==> src/core/seq_mode_pkg.sv <==
package seq_mode_pkg;

    localparam int NPAR  = 7;
    localparam int VW    = 16;
    localparam int NODES = 32;
    localparam int NIDX  = 5;
    localparam int CW    = 32;
    localparam int AW    = 8;

    // parameter slots, one source selection each
    localparam int P_AC_VOLT   = 0;
    localparam int P_DC_OFFS   = 1;
    localparam int P_WAVE      = 2;
    localparam int P_FREQ      = 3;
    localparam int P_AC_SLEW   = 4;
    localparam int P_DC_SLEW   = 5;
    localparam int P_FREQ_SLEW = 6;

    // a list start phase or an end phase of all ones stands for -1, meaning no phase given
    localparam logic [VW-1:0] PHASE_NONE = 16'hFFFF;

    localparam logic [AW-1:0] A_SRC_SEL   = 8'h00;
    localparam logic [AW-1:0] A_TRIG_EN   = 8'h04;
    localparam logic [AW-1:0] A_PULSE_DUR = 8'h08;
    localparam logic [AW-1:0] A_STEP_PH   = 8'h0C;
    localparam logic [AW-1:0] A_PULSE_PH  = 8'h10;
    localparam logic [AW-1:0] A_STATUS    = 8'h14;
    localparam logic [AW-1:0] A_BASIC     = 8'h40;
    localparam logic [AW-1:0] A_STEPV     = 8'h60;
    localparam logic [AW-1:0] A_PULSEV    = 8'h80;
    localparam logic [AW-1:0] A_SETPT     = 8'hA0;

    localparam int F_SPH   = 16;
    localparam int F_EPH   = 20;
    localparam int F_TMODE = 24;
    localparam int F_HI    = 16;

    typedef enum logic [1:0] {
        SRC_BASIC, SRC_STEP, SRC_PULSE, SRC_LIST
    } src_t;

    typedef enum logic [2:0] {
        SPH_OFF, SPH_STEP, SPH_PULSE, SPH_LIST, SPH_ANY_PROGRAM
    } sph_t;

    typedef enum logic [1:0] {
        EPH_OFF, EPH_PULSE, EPH_LIST, EPH_ANY_PROGRAM
    } eph_t;

    typedef struct packed {
        logic          psel;
        logic          penable;
        logic          pwrite;
        logic [AW-1:0] paddr;
        logic [31:0]   pwdata;
    } apb_req_t;

    typedef struct packed {
        logic        pready;
        logic        pslverr;
        logic [31:0] prdata;
    } apb_rsp_t;

    typedef struct packed {
        logic                     node_start;
        logic [NIDX-1:0]          node_idx;
        logic [NPAR-1:0][VW-1:0]  vals;
        logic [VW-1:0]            start_phase;
        logic [VW-1:0]            end_phase;
    } list_node_t;

    typedef struct packed {
        logic          start_load;
        logic [VW-1:0] start_phase;
        logic          end_en;
        logic [VW-1:0] end_phase;
    } phase_out_t;

    typedef struct packed {
        src_t [NPAR-1:0]          src;
        sph_t                     sph;
        eph_t                     eph;
        logic                     tmode;
        logic [NODES-1:0]         trig_en;
        logic [CW-1:0]            pulse_dur;
        logic [CW-1:0]            pulse_cnt;
        logic                     pulse_on;
        logic [VW-1:0]            step_sph;
        logic [VW-1:0]            pulse_sph;
        logic [VW-1:0]            pulse_eph;
        logic [NPAR-1:0][VW-1:0]  basic;
        logic [NPAR-1:0][VW-1:0]  stepv;
        logic [NPAR-1:0][VW-1:0]  pulsev;
        logic [NPAR-1:0][VW-1:0]  setpt;
        phase_out_t               ph;
        logic                     trig_out;
        apb_rsp_t                 rsp;
    } seq_state_t;

    // all selections at zero mean basic value source, phases off
    localparam seq_state_t STATE_RST = '0;

endpackage : seq_mode_pkg

==> src/core/sequencer_mode_select.sv <==
// The implementer's own choices: the register offsets and the APB interface to the registers.
`timescale 1ns/1ps

module sequencer_mode_select (
    input  logic                                pclk,
    input  logic                                presetn,
    input  seq_mode_pkg::apb_req_t              apb_in,
    output seq_mode_pkg::apb_rsp_t              apb_out,
    input  logic                                step_trig,
    input  logic                                pulse_trig,
    input  seq_mode_pkg::list_node_t            list_in,
    output logic [seq_mode_pkg::NPAR-1:0]
                 [seq_mode_pkg::VW-1:0]         setpoint,
    output seq_mode_pkg::phase_out_t            phase_out,
    output logic                                trigger_output,
    output logic                                pulse_busy
);
    import seq_mode_pkg::*;

    seq_state_t s_r;
    seq_state_t s_nxt;

    // bank of one word per parameter, seven words used out of eight
    function automatic logic bank_hit(input logic [AW-1:0] a,
                                      input logic [AW-1:0] base);
        bank_hit = (a[AW-1:5] == base[AW-1:5]) && (a[4:2] < 3'(NPAR))
                   && (a[1:0] == 2'b00);
    endfunction : bank_hit

    function automatic logic [31:0] widen(input logic [VW-1:0] v);
        widen = {{(32-VW){1'b0}}, v};
    endfunction : widen

    ////////////////////////////////////////////////////////////////////////
    always_comb begin
        logic          acc;
        logic          hit;
        logic [31:0]   rd;
        logic [2:0]    bi;
        logic          lst_sph;
        s_nxt   = s_r;
        acc     = apb_in.psel & apb_in.penable;
        hit     = 1'b1;
        rd      = '0;
        bi      = apb_in.paddr[4:2];
        lst_sph = list_in.node_start && (list_in.start_phase != PHASE_NONE);

        // register read decode
        case (apb_in.paddr)
            A_SRC_SEL: begin
                rd[2*NPAR-1:0]         = s_r.src;
                rd[F_SPH+2:F_SPH]      = s_r.sph;
                rd[F_EPH+1:F_EPH]      = s_r.eph;
                rd[F_TMODE]            = s_r.tmode;
            end
            A_TRIG_EN:   rd = s_r.trig_en;
            A_PULSE_DUR: rd = s_r.pulse_dur;
            A_STEP_PH:   rd = widen(s_r.step_sph);
            A_PULSE_PH:  rd = {s_r.pulse_eph, s_r.pulse_sph};
            A_STATUS:    rd = {31'h0000_0000, s_r.pulse_on};
            default: begin
                if (bank_hit(apb_in.paddr, A_BASIC)) begin
                    rd = widen(s_r.basic[bi]);
                end else if (bank_hit(apb_in.paddr, A_STEPV)) begin
                    rd = widen(s_r.stepv[bi]);
                end else if (bank_hit(apb_in.paddr, A_PULSEV)) begin
                    rd = widen(s_r.pulsev[bi]);
                end else if (bank_hit(apb_in.paddr, A_SETPT)) begin
                    rd = widen(s_r.setpt[bi]);
                end else begin
                    hit = 1'b0;
                end
            end
        endcase

        // one wait state: answer data is latched while pready is low
        s_nxt.rsp.pready = acc & ~s_r.rsp.pready;
        if (acc && !s_r.rsp.pready) begin
            s_nxt.rsp.prdata  = rd;
            s_nxt.rsp.pslverr = ~hit;
        end

        // writes take effect at the edge that samples pready high
        if (acc && s_r.rsp.pready && apb_in.pwrite && hit) begin
            case (apb_in.paddr)
                A_SRC_SEL: begin
                    for (int i = 0; i < NPAR; i++) begin
                        s_nxt.src[i] = src_t'(apb_in.pwdata[$bits(src_t)*i
                                       +: $bits(src_t)]);
                    end
                    s_nxt.sph   = sph_t'(apb_in.pwdata[F_SPH+2:F_SPH]);
                    s_nxt.eph   = eph_t'(apb_in.pwdata[F_EPH+1:F_EPH]);
                    s_nxt.tmode = apb_in.pwdata[F_TMODE];
                end
                A_TRIG_EN:   s_nxt.trig_en   = apb_in.pwdata;
                A_PULSE_DUR: s_nxt.pulse_dur = apb_in.pwdata;
                A_STEP_PH:   s_nxt.step_sph  = apb_in.pwdata[VW-1:0];
                A_PULSE_PH: begin
                    s_nxt.pulse_sph = apb_in.pwdata[VW-1:0];
                    s_nxt.pulse_eph = apb_in.pwdata[F_HI+VW-1:F_HI];
                end
                default: begin
                    if (bank_hit(apb_in.paddr, A_BASIC)) begin
                        s_nxt.basic[bi] = apb_in.pwdata[VW-1:0];
                    end else if (bank_hit(apb_in.paddr, A_STEPV)) begin
                        s_nxt.stepv[bi] = apb_in.pwdata[VW-1:0];
                    end else if (bank_hit(apb_in.paddr, A_PULSEV)) begin
                        s_nxt.pulsev[bi] = apb_in.pwdata[VW-1:0];
                    end
                end
            endcase
        end

        ////////////////////////////////////////////////////////////////////
        // pulse window: a retrigger restarts the full duration
        if (pulse_trig) begin
            s_nxt.pulse_cnt = s_r.pulse_dur;
        end else if (s_r.pulse_cnt != '0) begin
            s_nxt.pulse_cnt = s_r.pulse_cnt - CW'(1);
        end
        s_nxt.pulse_on = (s_nxt.pulse_cnt != '0);

        for (int i = 0; i < NPAR; i++) begin
            case (s_r.src[i])
                SRC_BASIC: s_nxt.setpt[i] = s_r.basic[i];
                SRC_STEP: begin
                    if (step_trig) begin
                        s_nxt.setpt[i] = s_r.stepv[i];
                    end
                end
                SRC_PULSE: begin
                    if (pulse_trig) begin
                        s_nxt.setpt[i] = s_r.pulsev[i];
                    end else if (s_r.pulse_cnt <= CW'(1)) begin
                        s_nxt.setpt[i] = s_r.basic[i];
                    end
                end
                SRC_LIST: begin
                    if (list_in.node_start) begin
                        s_nxt.setpt[i] = list_in.vals[i];
                    end
                end
                default: s_nxt.setpt[i] = s_r.basic[i];
            endcase
        end

        ////////////////////////////////////////////////////////////////////
        // start phase: no load leaves the phase running on (continuity)
        s_nxt.ph.start_load = 1'b0;
        if ((s_r.sph == SPH_STEP || s_r.sph == SPH_ANY_PROGRAM)
            && step_trig) begin
            s_nxt.ph.start_load  = 1'b1;
            s_nxt.ph.start_phase = s_r.step_sph;
        end else if ((s_r.sph == SPH_PULSE || s_r.sph == SPH_ANY_PROGRAM)
                     && pulse_trig) begin
            s_nxt.ph.start_load  = 1'b1;
            s_nxt.ph.start_phase = s_r.pulse_sph;
        end else if ((s_r.sph == SPH_LIST || s_r.sph == SPH_ANY_PROGRAM)
                     && lst_sph) begin
            // a -1 entry never gets here, so the node continues
            s_nxt.ph.start_load  = 1'b1;
            s_nxt.ph.start_phase = list_in.start_phase;
        end

        // end phase stands as a level until a program replaces it or end phase sourcing is set off
        if (s_r.eph == EPH_OFF) begin
            s_nxt.ph.end_en = 1'b0;
        end else if ((s_r.eph == EPH_PULSE || s_r.eph == EPH_ANY_PROGRAM)
                     && pulse_trig) begin
            s_nxt.ph.end_en    = (s_r.pulse_eph != PHASE_NONE);
            s_nxt.ph.end_phase = s_r.pulse_eph;
        end else if ((s_r.eph == EPH_LIST || s_r.eph == EPH_ANY_PROGRAM)
                     && list_in.node_start) begin
            s_nxt.ph.end_en    = (list_in.end_phase != PHASE_NONE);
            s_nxt.ph.end_phase = list_in.end_phase;
        end

        s_nxt.trig_out = list_in.node_start && s_r.tmode
                         && s_r.trig_en[list_in.node_idx];
    end

    always_ff @(posedge pclk or negedge presetn) begin
        if (!presetn) begin
            s_r <= STATE_RST;
        end else begin
            s_r <= s_nxt;
        end
    end

    assign apb_out        = s_r.rsp;
    assign setpoint       = s_r.setpt;
    assign phase_out      = s_r.ph;
    assign trigger_output = s_r.trig_out;
    assign pulse_busy     = s_r.pulse_on;
endmodule : sequencer_mode_select

==> config.mk <==
export PLATFORM = sky130hd
export DESIGN_NAME = sequencer_mode_select
export DESIGN_NICKNAME = d
export VERILOG_FILES = /design/src/core/seq_mode_pkg.sv /design/src/core/sequencer_mode_select.sv
export SDC_FILE = /design/constraint.sdc
export NUM_CORES = 1
export LEC_CHECK = 0
export BUFFER_PORTS_ARGS = -buffer_cell sky130_fd_sc_hd__buf_2
export CELL_PAD_IN_SITES_DETAIL_PLACEMENT = 0
export CELL_PAD_IN_SITES_GLOBAL_PLACEMENT = 1
export CORE_MARGIN = 3
export CORE_UTILIZATION = 31
export CTS_CLUSTER_SIZE = 10
export DETAILED_ROUTE_END_ITERATION = 10
export PLACE_DENSITY_LB_ADDON = 0.15
export SYNTH_ARGS = -nofsm -noshare
export SYNTH_HDL_FRONTEND = slang
export SYNTH_SLANG_ARGS = --single-unit
==> constraint.sdc <==
create_clock -name pclk -period 5.2 [get_ports pclk]
set_input_delay 0.52 -clock pclk [delete_from_list [all_inputs] [get_ports pclk]]
set_output_delay 0.52 -clock pclk [all_outputs]
set_load 0.005 [all_outputs]
==> flow_metrics.py, run 1 <==
metrics = {
    "placement": {
        "dp.cells": 4907,
        "postPlaceCellArea_um2": 39500,
        "gp_congestion": 0.849,
        "port_buffers": 378,
        "dpl.hpwl_mm": 112,
    },
    "critical_path": {
        "crit_fanout": 13,
        "required_ns": 5.75,
        "cp-start-kind": "register",
        "r2r-end": "setpoint[30]",
        "rrSetupSlack_ns": 1.55,
        "arrival_ns": 4.20,
        "r2r-start": "s_r[577]",
        "critPathCapture": "setpoint[30]",
        "startpoint": "s_r[577]",
        "reg2reg_depth": 8,
        "critPathCaptureType": "register",
        "critical_path_class": "register to register",
    },
    "power_and_ir_drop": {
        "power_density_nw_per_um2": 284,
        "p_leak_nw": 19.6,
        "power_mw": 12.0,
        "ir_drop_mv": 0.249,
    },
    "floorplan": {
        "die_y_um": 352,
        "die_w_um": 352,
        "rows": 126,
        "die-area_um2": 124000,
        "start_util_pct": 31.4,
        "core_um2": 119000,
        "pin_count": 379,
    },
    "logic_synthesis": {
        "async_reset_ff_share_pct": 100,
        "syn_area_per_cell_um2": 11.3,
        "ys.flop_type": "dfrtp_1",
        "synth_edf_count": 0,
        "ys_ff_latch": 682,
        "syn-num-nets": 3480,
        "synth_cell_types": 72,
        "ys_seq_area_share_pct": 45.9,
        "yosys_warnings": 0,
        "synth.cell_area_um2": 37200,
        "netlist_instances": 3280,
    },
    "worst_hold_path": {
        "min_path_cells": 2,
        "hp-class": "input port to register",
        "hold_start": "apb_in[23]",
    },
    "cts": {
        "h-tree-depth": 3,
        "max-clock-path-buffers": 3,
        "cts_buffers": 86,
        "clk_pin_slew_ns": 0.06,
        "post_cts.repair.setup_buffers": 0,
        "clock-sinks": 682,
        "cts_root_buf": "clkbuf_16",
        "insertion_delay_ns": 0.67,
        "cts_tree": "done",
    },
    "timing": {
        "setup_tns_ns": 0,
        "slew_violations": 0,
        "finalHoldViolCount": 0,
        "min_period_ns": 3.65,
        "fin_skew_ns": 0.0315,
        "maxSlewHeadroom_pct": 6.09,
        "fmax_mhz": 274,
        "max_slew.worst_pin.slew_ns": 1.40,
        "rsz0062_at_grt": "no",
        "period_share_pct": 70.3,
        "setup_viol": 0,
    },
    "final_layout": {
        "layout-drive-gt1-share_pct": 38.0,
        "finalInstanceArea_um2": 42200,
        "nFillCells": 12200,
        "final_cells": 5060,
        "num-nets-final": 3596,
        "syn_to_final_growth_pct": 13.5,
    },
    "drt": {
        "vias": 27100,
        "ant_nets": 0,
        "drt_iter0_drc": 2189,
        "avgRoutedWirePerCell_um": 30.6,
        "via_per_inst": 5.35,
        "post-route-drc-count": 0,
        "first_pass_iters": 6,
        "wirelength_mm": 155,
    },
    "global_routing": {
        "antenna_found_initial": 13,
        "track_usage_pct": 24.5,
        "grt_start_max_net_pins": 132,
        "grt_overflow": 0,
        "grt_first_pass_wirelength_mm": 220,
        "grt_pass1_vias": 28100,
    },
    "run": {
        "maxCapViolCount": 0,
    },
    "status": {
        "status": "finished, final reports clean",
    },
}
==> worst max-delay path, cell delays in order, from the launching register on <==
cell and delay [ns]:
dfrtp_1 0.41, nor4_1 0.64, nand2_1 0.36, o41ai_4 0.91, mux2i_1 0.15, nand2_1 0.12
o21ai_2 0.26, buf_4 0.34, mux2_2 0.30
==> metal layers <==
layer	track usage (%)	routed length [µm]	vias to the layer above
met2	43.9	79800	720
met4	7.06	4810	2
met5	0	11	-
li1	-	-	12000
met1	30.7	63600	14200
met3	3.30	6620	175
==> sequential cells by signal, indices dropped and copies added (netlist names) <==
name	cells
s_r	500
setpoint	112
apb_out	34
phase_out	34
pulse_busy	1
trigger_output	1
==> where the power goes <==
group / switching [mW] / internal [mW] / leakage, nW
clock: 2.47 / 3.44 / 1.33
combinational: 0.512 / 0.198 / 8.76
sequential: 0.0304 / 5.34 / 9.46
==> cell type report <==
class	count	area, µm²	share of cell area (%)
multi-input cells	2114	17600	41.7
diodes	5	12.5	0.0296
flip-flops and latches	682	17100	40.4
repair buffers	457	2620	6.21
clock inverters	13	181	0.430
well taps	1600	2000	4.74
inverters	55	206	0.489
clock buffers	134	2540	6.01
==> cells in the mapped netlist (16+ instances only) <==
| cell | n | area [µm²] |
|---|---|---|
| a21oi_1 | 97 | 485 |
| nor3_1 | 22 | 110 |
| o21a_1 | 34 | 255 |
| mux2i_1 | 143 | 1430 |
| a222oi_1 | 18 | 180 |
| o211ai_1 | 21 | 158 |
| nor2_1 | 91 | 342 |
| dfrtp_1 | 682 | 17100 |
| nand2b_1 | 19 | 119 |
| o21ai_0 | 270 | 1350 |
| a22oi_1 | 55 | 413 |
| inv_1 | 54 | 203 |
| mux2_2 | 553 | 6230 |
| nand4_1 | 19 | 119 |
| buf_1 | 30 | 113 |
| buf_2 | 29 | 145 |
| nand2_1 | 385 | 1450 |
| buf_4 | 184 | 1380 |
| clkbuf_1 | 176 | 661 |
| nand2_2 | 16 | 100 |
| o22ai_1 | 53 | 332 |
| mux4_2 | 130 | 2930 |
==> what timing repair did <==
item | 4_1_cts | 5_1_grt
gates resized for setup | 0 | 0
hold buffers | 1 | 0
hold endpoints to repair | 50 | 0
==> how the worst min path moves through the flow <==
stage and to:
3_3_place_gp phase_out[9], 2_1_floorplan apb_out[0], 4_1_cts s_r[628], 5_1_grt s_r[524], 6_report s_r[524], 3_5_place_dp phase_out[9]
==> through the flow <==
stage	hold WS [ns]	utilization [%]	setup WS, ns
global route	0.101	35.6	1.30
floorplan	0.224	-	2.16
finish	0.129	35.6	1.55
detailed placement	0.465	33.3	1.08
CTS	0.0736	35.6	1.55
global placement	0.455	33.3	1.12
==> placed cells by master (no fill, tap or decap), types with 21 or more instances in the layout <==
master,instances
mux4_2,130
buf_4,70
o22ai_1,53
o21ai_0,264
clkbuf_16,89
dfrtp_1,682
nand2_1,385
o21a_1,34
mux2i_1,143
a22oi_1,54
a21oi_1,97
mux2_2,553
buf_2,374
o211ai_1,21
clkbuf_1,31
inv_1,54
nor2_1,84
==> cells by family after synthesis <==
| family | after synthesis | share of synthesized area, % |
|---|---|---|
| compound gates | 627 | 10.3 |
| xor+xnor | 16 | 0.377 |
| fa+ha+maj | 3 | 0.101 |
| buf+inv | 484 | 7.04 |
| flops | 682 | 45.9 |
| mux | 832 | 28.7 |
| simple gates | 636 | 7.60 |
No activity file was read; power rests on OpenSTA's default activity.
==> inputs of run 2 (changes only) <==
Clock period 5.2 ns to 3.6 ns, I/O delays scaled along.
==> run 2 against run 1 <==
Worst setup slack got worse by 1.3 ns. Combinational power rose by 55%. Critical path depth did not move. Clock skew rose by 0.011 ns. Utilization rose by 0.86 points. First-iteration DRC count fell by 8.6%. Clock power rose by 47%. Sequential power rose by 45%. Fmax rose by 9.2%. Non-clock buffer count rose by 98. Via count rose by 2.3%. Register-to-register slack got worse by 1.3 ns. Critical path type unchanged. Highest routed layer is now met4.
==> flow_metrics.py, run 2 (synthesis gave the netlist of run 1 again) <==
metrics = {
    "critical_path": {
        "max_stage_delay_ns": 0.65,
        "cp_cell_sequence": "or4_1, nor3_4, nand2_1, a31oi_1, o21ai_0, or4_1, nor3_1, nand4_1",
        "rrSetupSlack_ns": 0.25,
        "worst_path_max_delay_cell": "or4_1",
        "r2r-end": "pulse_busy",
        "arrival_ns": 3.88,
        "r2r-start": "s_r[588]",
        "critPathCaptureType": "register",
        "reg2reg_depth": 8,
        "crit_top_cell": "or4_1",
        "critical_path_class": "register to register",
        "crit_fanout": 10,
        "cp-start-kind": "register",
        "required_ns": 4.13,
    },
    "timing": {
        "max_slew.worst_pin.slew_ns": 1.10,
        "finalHoldViolCount": 0,
        "fmax_mhz": 299,
        "slew_violations": 0,
        "setup_tns_ns": 0,
        "fin_skew_ns": 0.0426,
        "rsz0062_at_grt": "no",
        "setup_viol": 0,
        "maxSlewHeadroom_pct": 26.6,
        "period_share_pct": 92.9,
        "min_period_ns": 3.35,
    },
    "power_and_ir_drop": {
        "power_density_nw_per_um2": 406,
        "p_leak_nw": 20.1,
        "ir_drop_mv": 0.308,
    },
    "placement": {
        "port_buffers": 378,
        "postPlaceCellArea_um2": 40200,
        "gp_congestion": 0.856,
        "dpl.hpwl_mm": 113,
    },
    "drt": {
        "ant_nets": 0,
        "vias": 27700,
        "via_per_inst": 5.38,
        "avgRoutedWirePerCell_um": 30.4,
        "first_pass_iters": 5,
        "drt_iter0_drc": 2000,
        "post-route-drc-count": 0,
        "wirelength_mm": 157,
    },
    "global_routing": {
        "antenna_found_initial": 9,
        "grt_overflow": 0,
        "grt_pass1_vias": 28800,
        "track_usage_pct": 24.8,
        "grt_first_pass_wirelength_mm": 222,
        "grt_start_max_net_pins": 98,
    },
    "cts": {
        "max-clock-path-buffers": 3,
        "cts_tree": "done",
        "cts_resized": 0,
        "clk_pin_slew_ns": 0.06,
        "h-tree-depth": 3,
        "cts_buffers": 87,
        "cts_root_buf": "clkbuf_16",
        "insertion_delay_ns": 0.68,
        "clock-sinks": 682,
    },
    "worst_hold_path": {
        "hp-class": "input port to register",
        "min_path_cells": 3,
        "whs_endpoint": "phase_out[0]",
        "hold_start": "list_in[0]",
    },
    "floorplan": {
        "rows": 126,
        "die_w_um": 352,
        "die_y_um": 352,
        "start_util_pct": 31.4,
        "core_um2": 119000,
        "pin_count": 379,
        "die-area_um2": 124000,
    },
    "status": {
        "status": "finished, final reports clean",
    },
    "run": {
        "maxCapViolCount": 0,
    },
    "final_layout": {
        "syn_to_final_growth_pct": 16.3,
        "layout_common_cells": "682 x dfrtp_1, 553 x mux2_2, 385 x nand2_1",
        "layout-drive-gt1-share_pct": 39.2,
        "largest_reg_flops": 500,
        "finalInstanceArea_um2": 43200,
        "largest_register": "s_r",
        "num-nets-final": 3695,
        "nFillCells": 12000,
        "layout_commonest_cell": "dfrtp_1",
    },
}
run 2: layer usage:
| metal | vias to the layer above | track usage (%) | share of wire (%) |
|---|---|---|---|
| met5 | - | 0 | 0 |
| met4 | 0 | 7.82 | 3.5 |
| met3 | 201 | 2.83 | 3.9 |
| met2 | 746 | 43.8 | 51 |
| met1 | 14600 | 31.7 | 42 |
| li1 | 12200 | - | - |
run 2: final cells by class:
class	instances	area, µm²	share of cell area [%]
clock inverter	17	223	0.515
sequential	682	17100	39.5
antenna	5	12.5	0.0289
multi-input combinational	2114	17600	40.7
inverter	55	206	0.477
tap	1600	2000	4.63
timing repair buffer	555	3590	8.30
clock buffer	127	2550	5.89
run 2: timing repair:
item                                    in CTS  in global routing
endpoints found under the setup margin       0                  1
buffers inserted                             0                  2
hold endpoints to repair                   126                  0
hold buffers                                29                  0
run 2: worst max-delay path, delay by kind of cell (launching register included):
kind             cells  cell delay [ns]
AO/OA/AOI/OAI        2             0.45
AND/OR/NAND/NOR      6             2.35
flip-flops           1             0.41
run 2: through the flow:
| stage | hold WS [ns] | power, mW | cells | setup slack (ns) | util, % |
|---|---|---|---|---|---|
| floorplan | 0.0644 | 8.31 | 3280 | 0.563 | - |
| global placement | 0.456 | 9.00 | 4975 | 0.248 | 33.9 |
| detailed placement | 0.467 | 8.99 | 4975 | 0.288 | 33.9 |
| CTS | 0.00471 | 17.8 | 5148 | 0.306 | 36.5 |
| global route | 0.0525 | 18.1 | 5150 | 0.0584 | 36.5 |
| finish | 0.0418 | 17.5 | 5155 | 0.254 | 36.5 |
run 2: worst max-delay path by stage:
stage / startpoint / cells past startpoint / endpoint / slack (ns)
final: s_r[588] / 8 / pulse_busy / 0.25
after floorplan: s_r[566] / 10 / pulse_busy / 0.56
after CTS: s_r[566] / 11 / pulse_busy / 0.31
after global placement: s_r[566] / 11 / pulse_busy / 0.25
after global routing: s_r[566] / 10 / pulse_busy / 0.06
after detailed placement: s_r[566] / 11 / pulse_busy / 0.29
run 2: where the power goes:
part | switching [mW] | internal, mW | leakage, nW
Sequential | 0.0435 | 7.71 | 9.46
Clock | 3.59 | 5.09 | 1.36
Combinational | 0.761 | 0.342 | 9.26
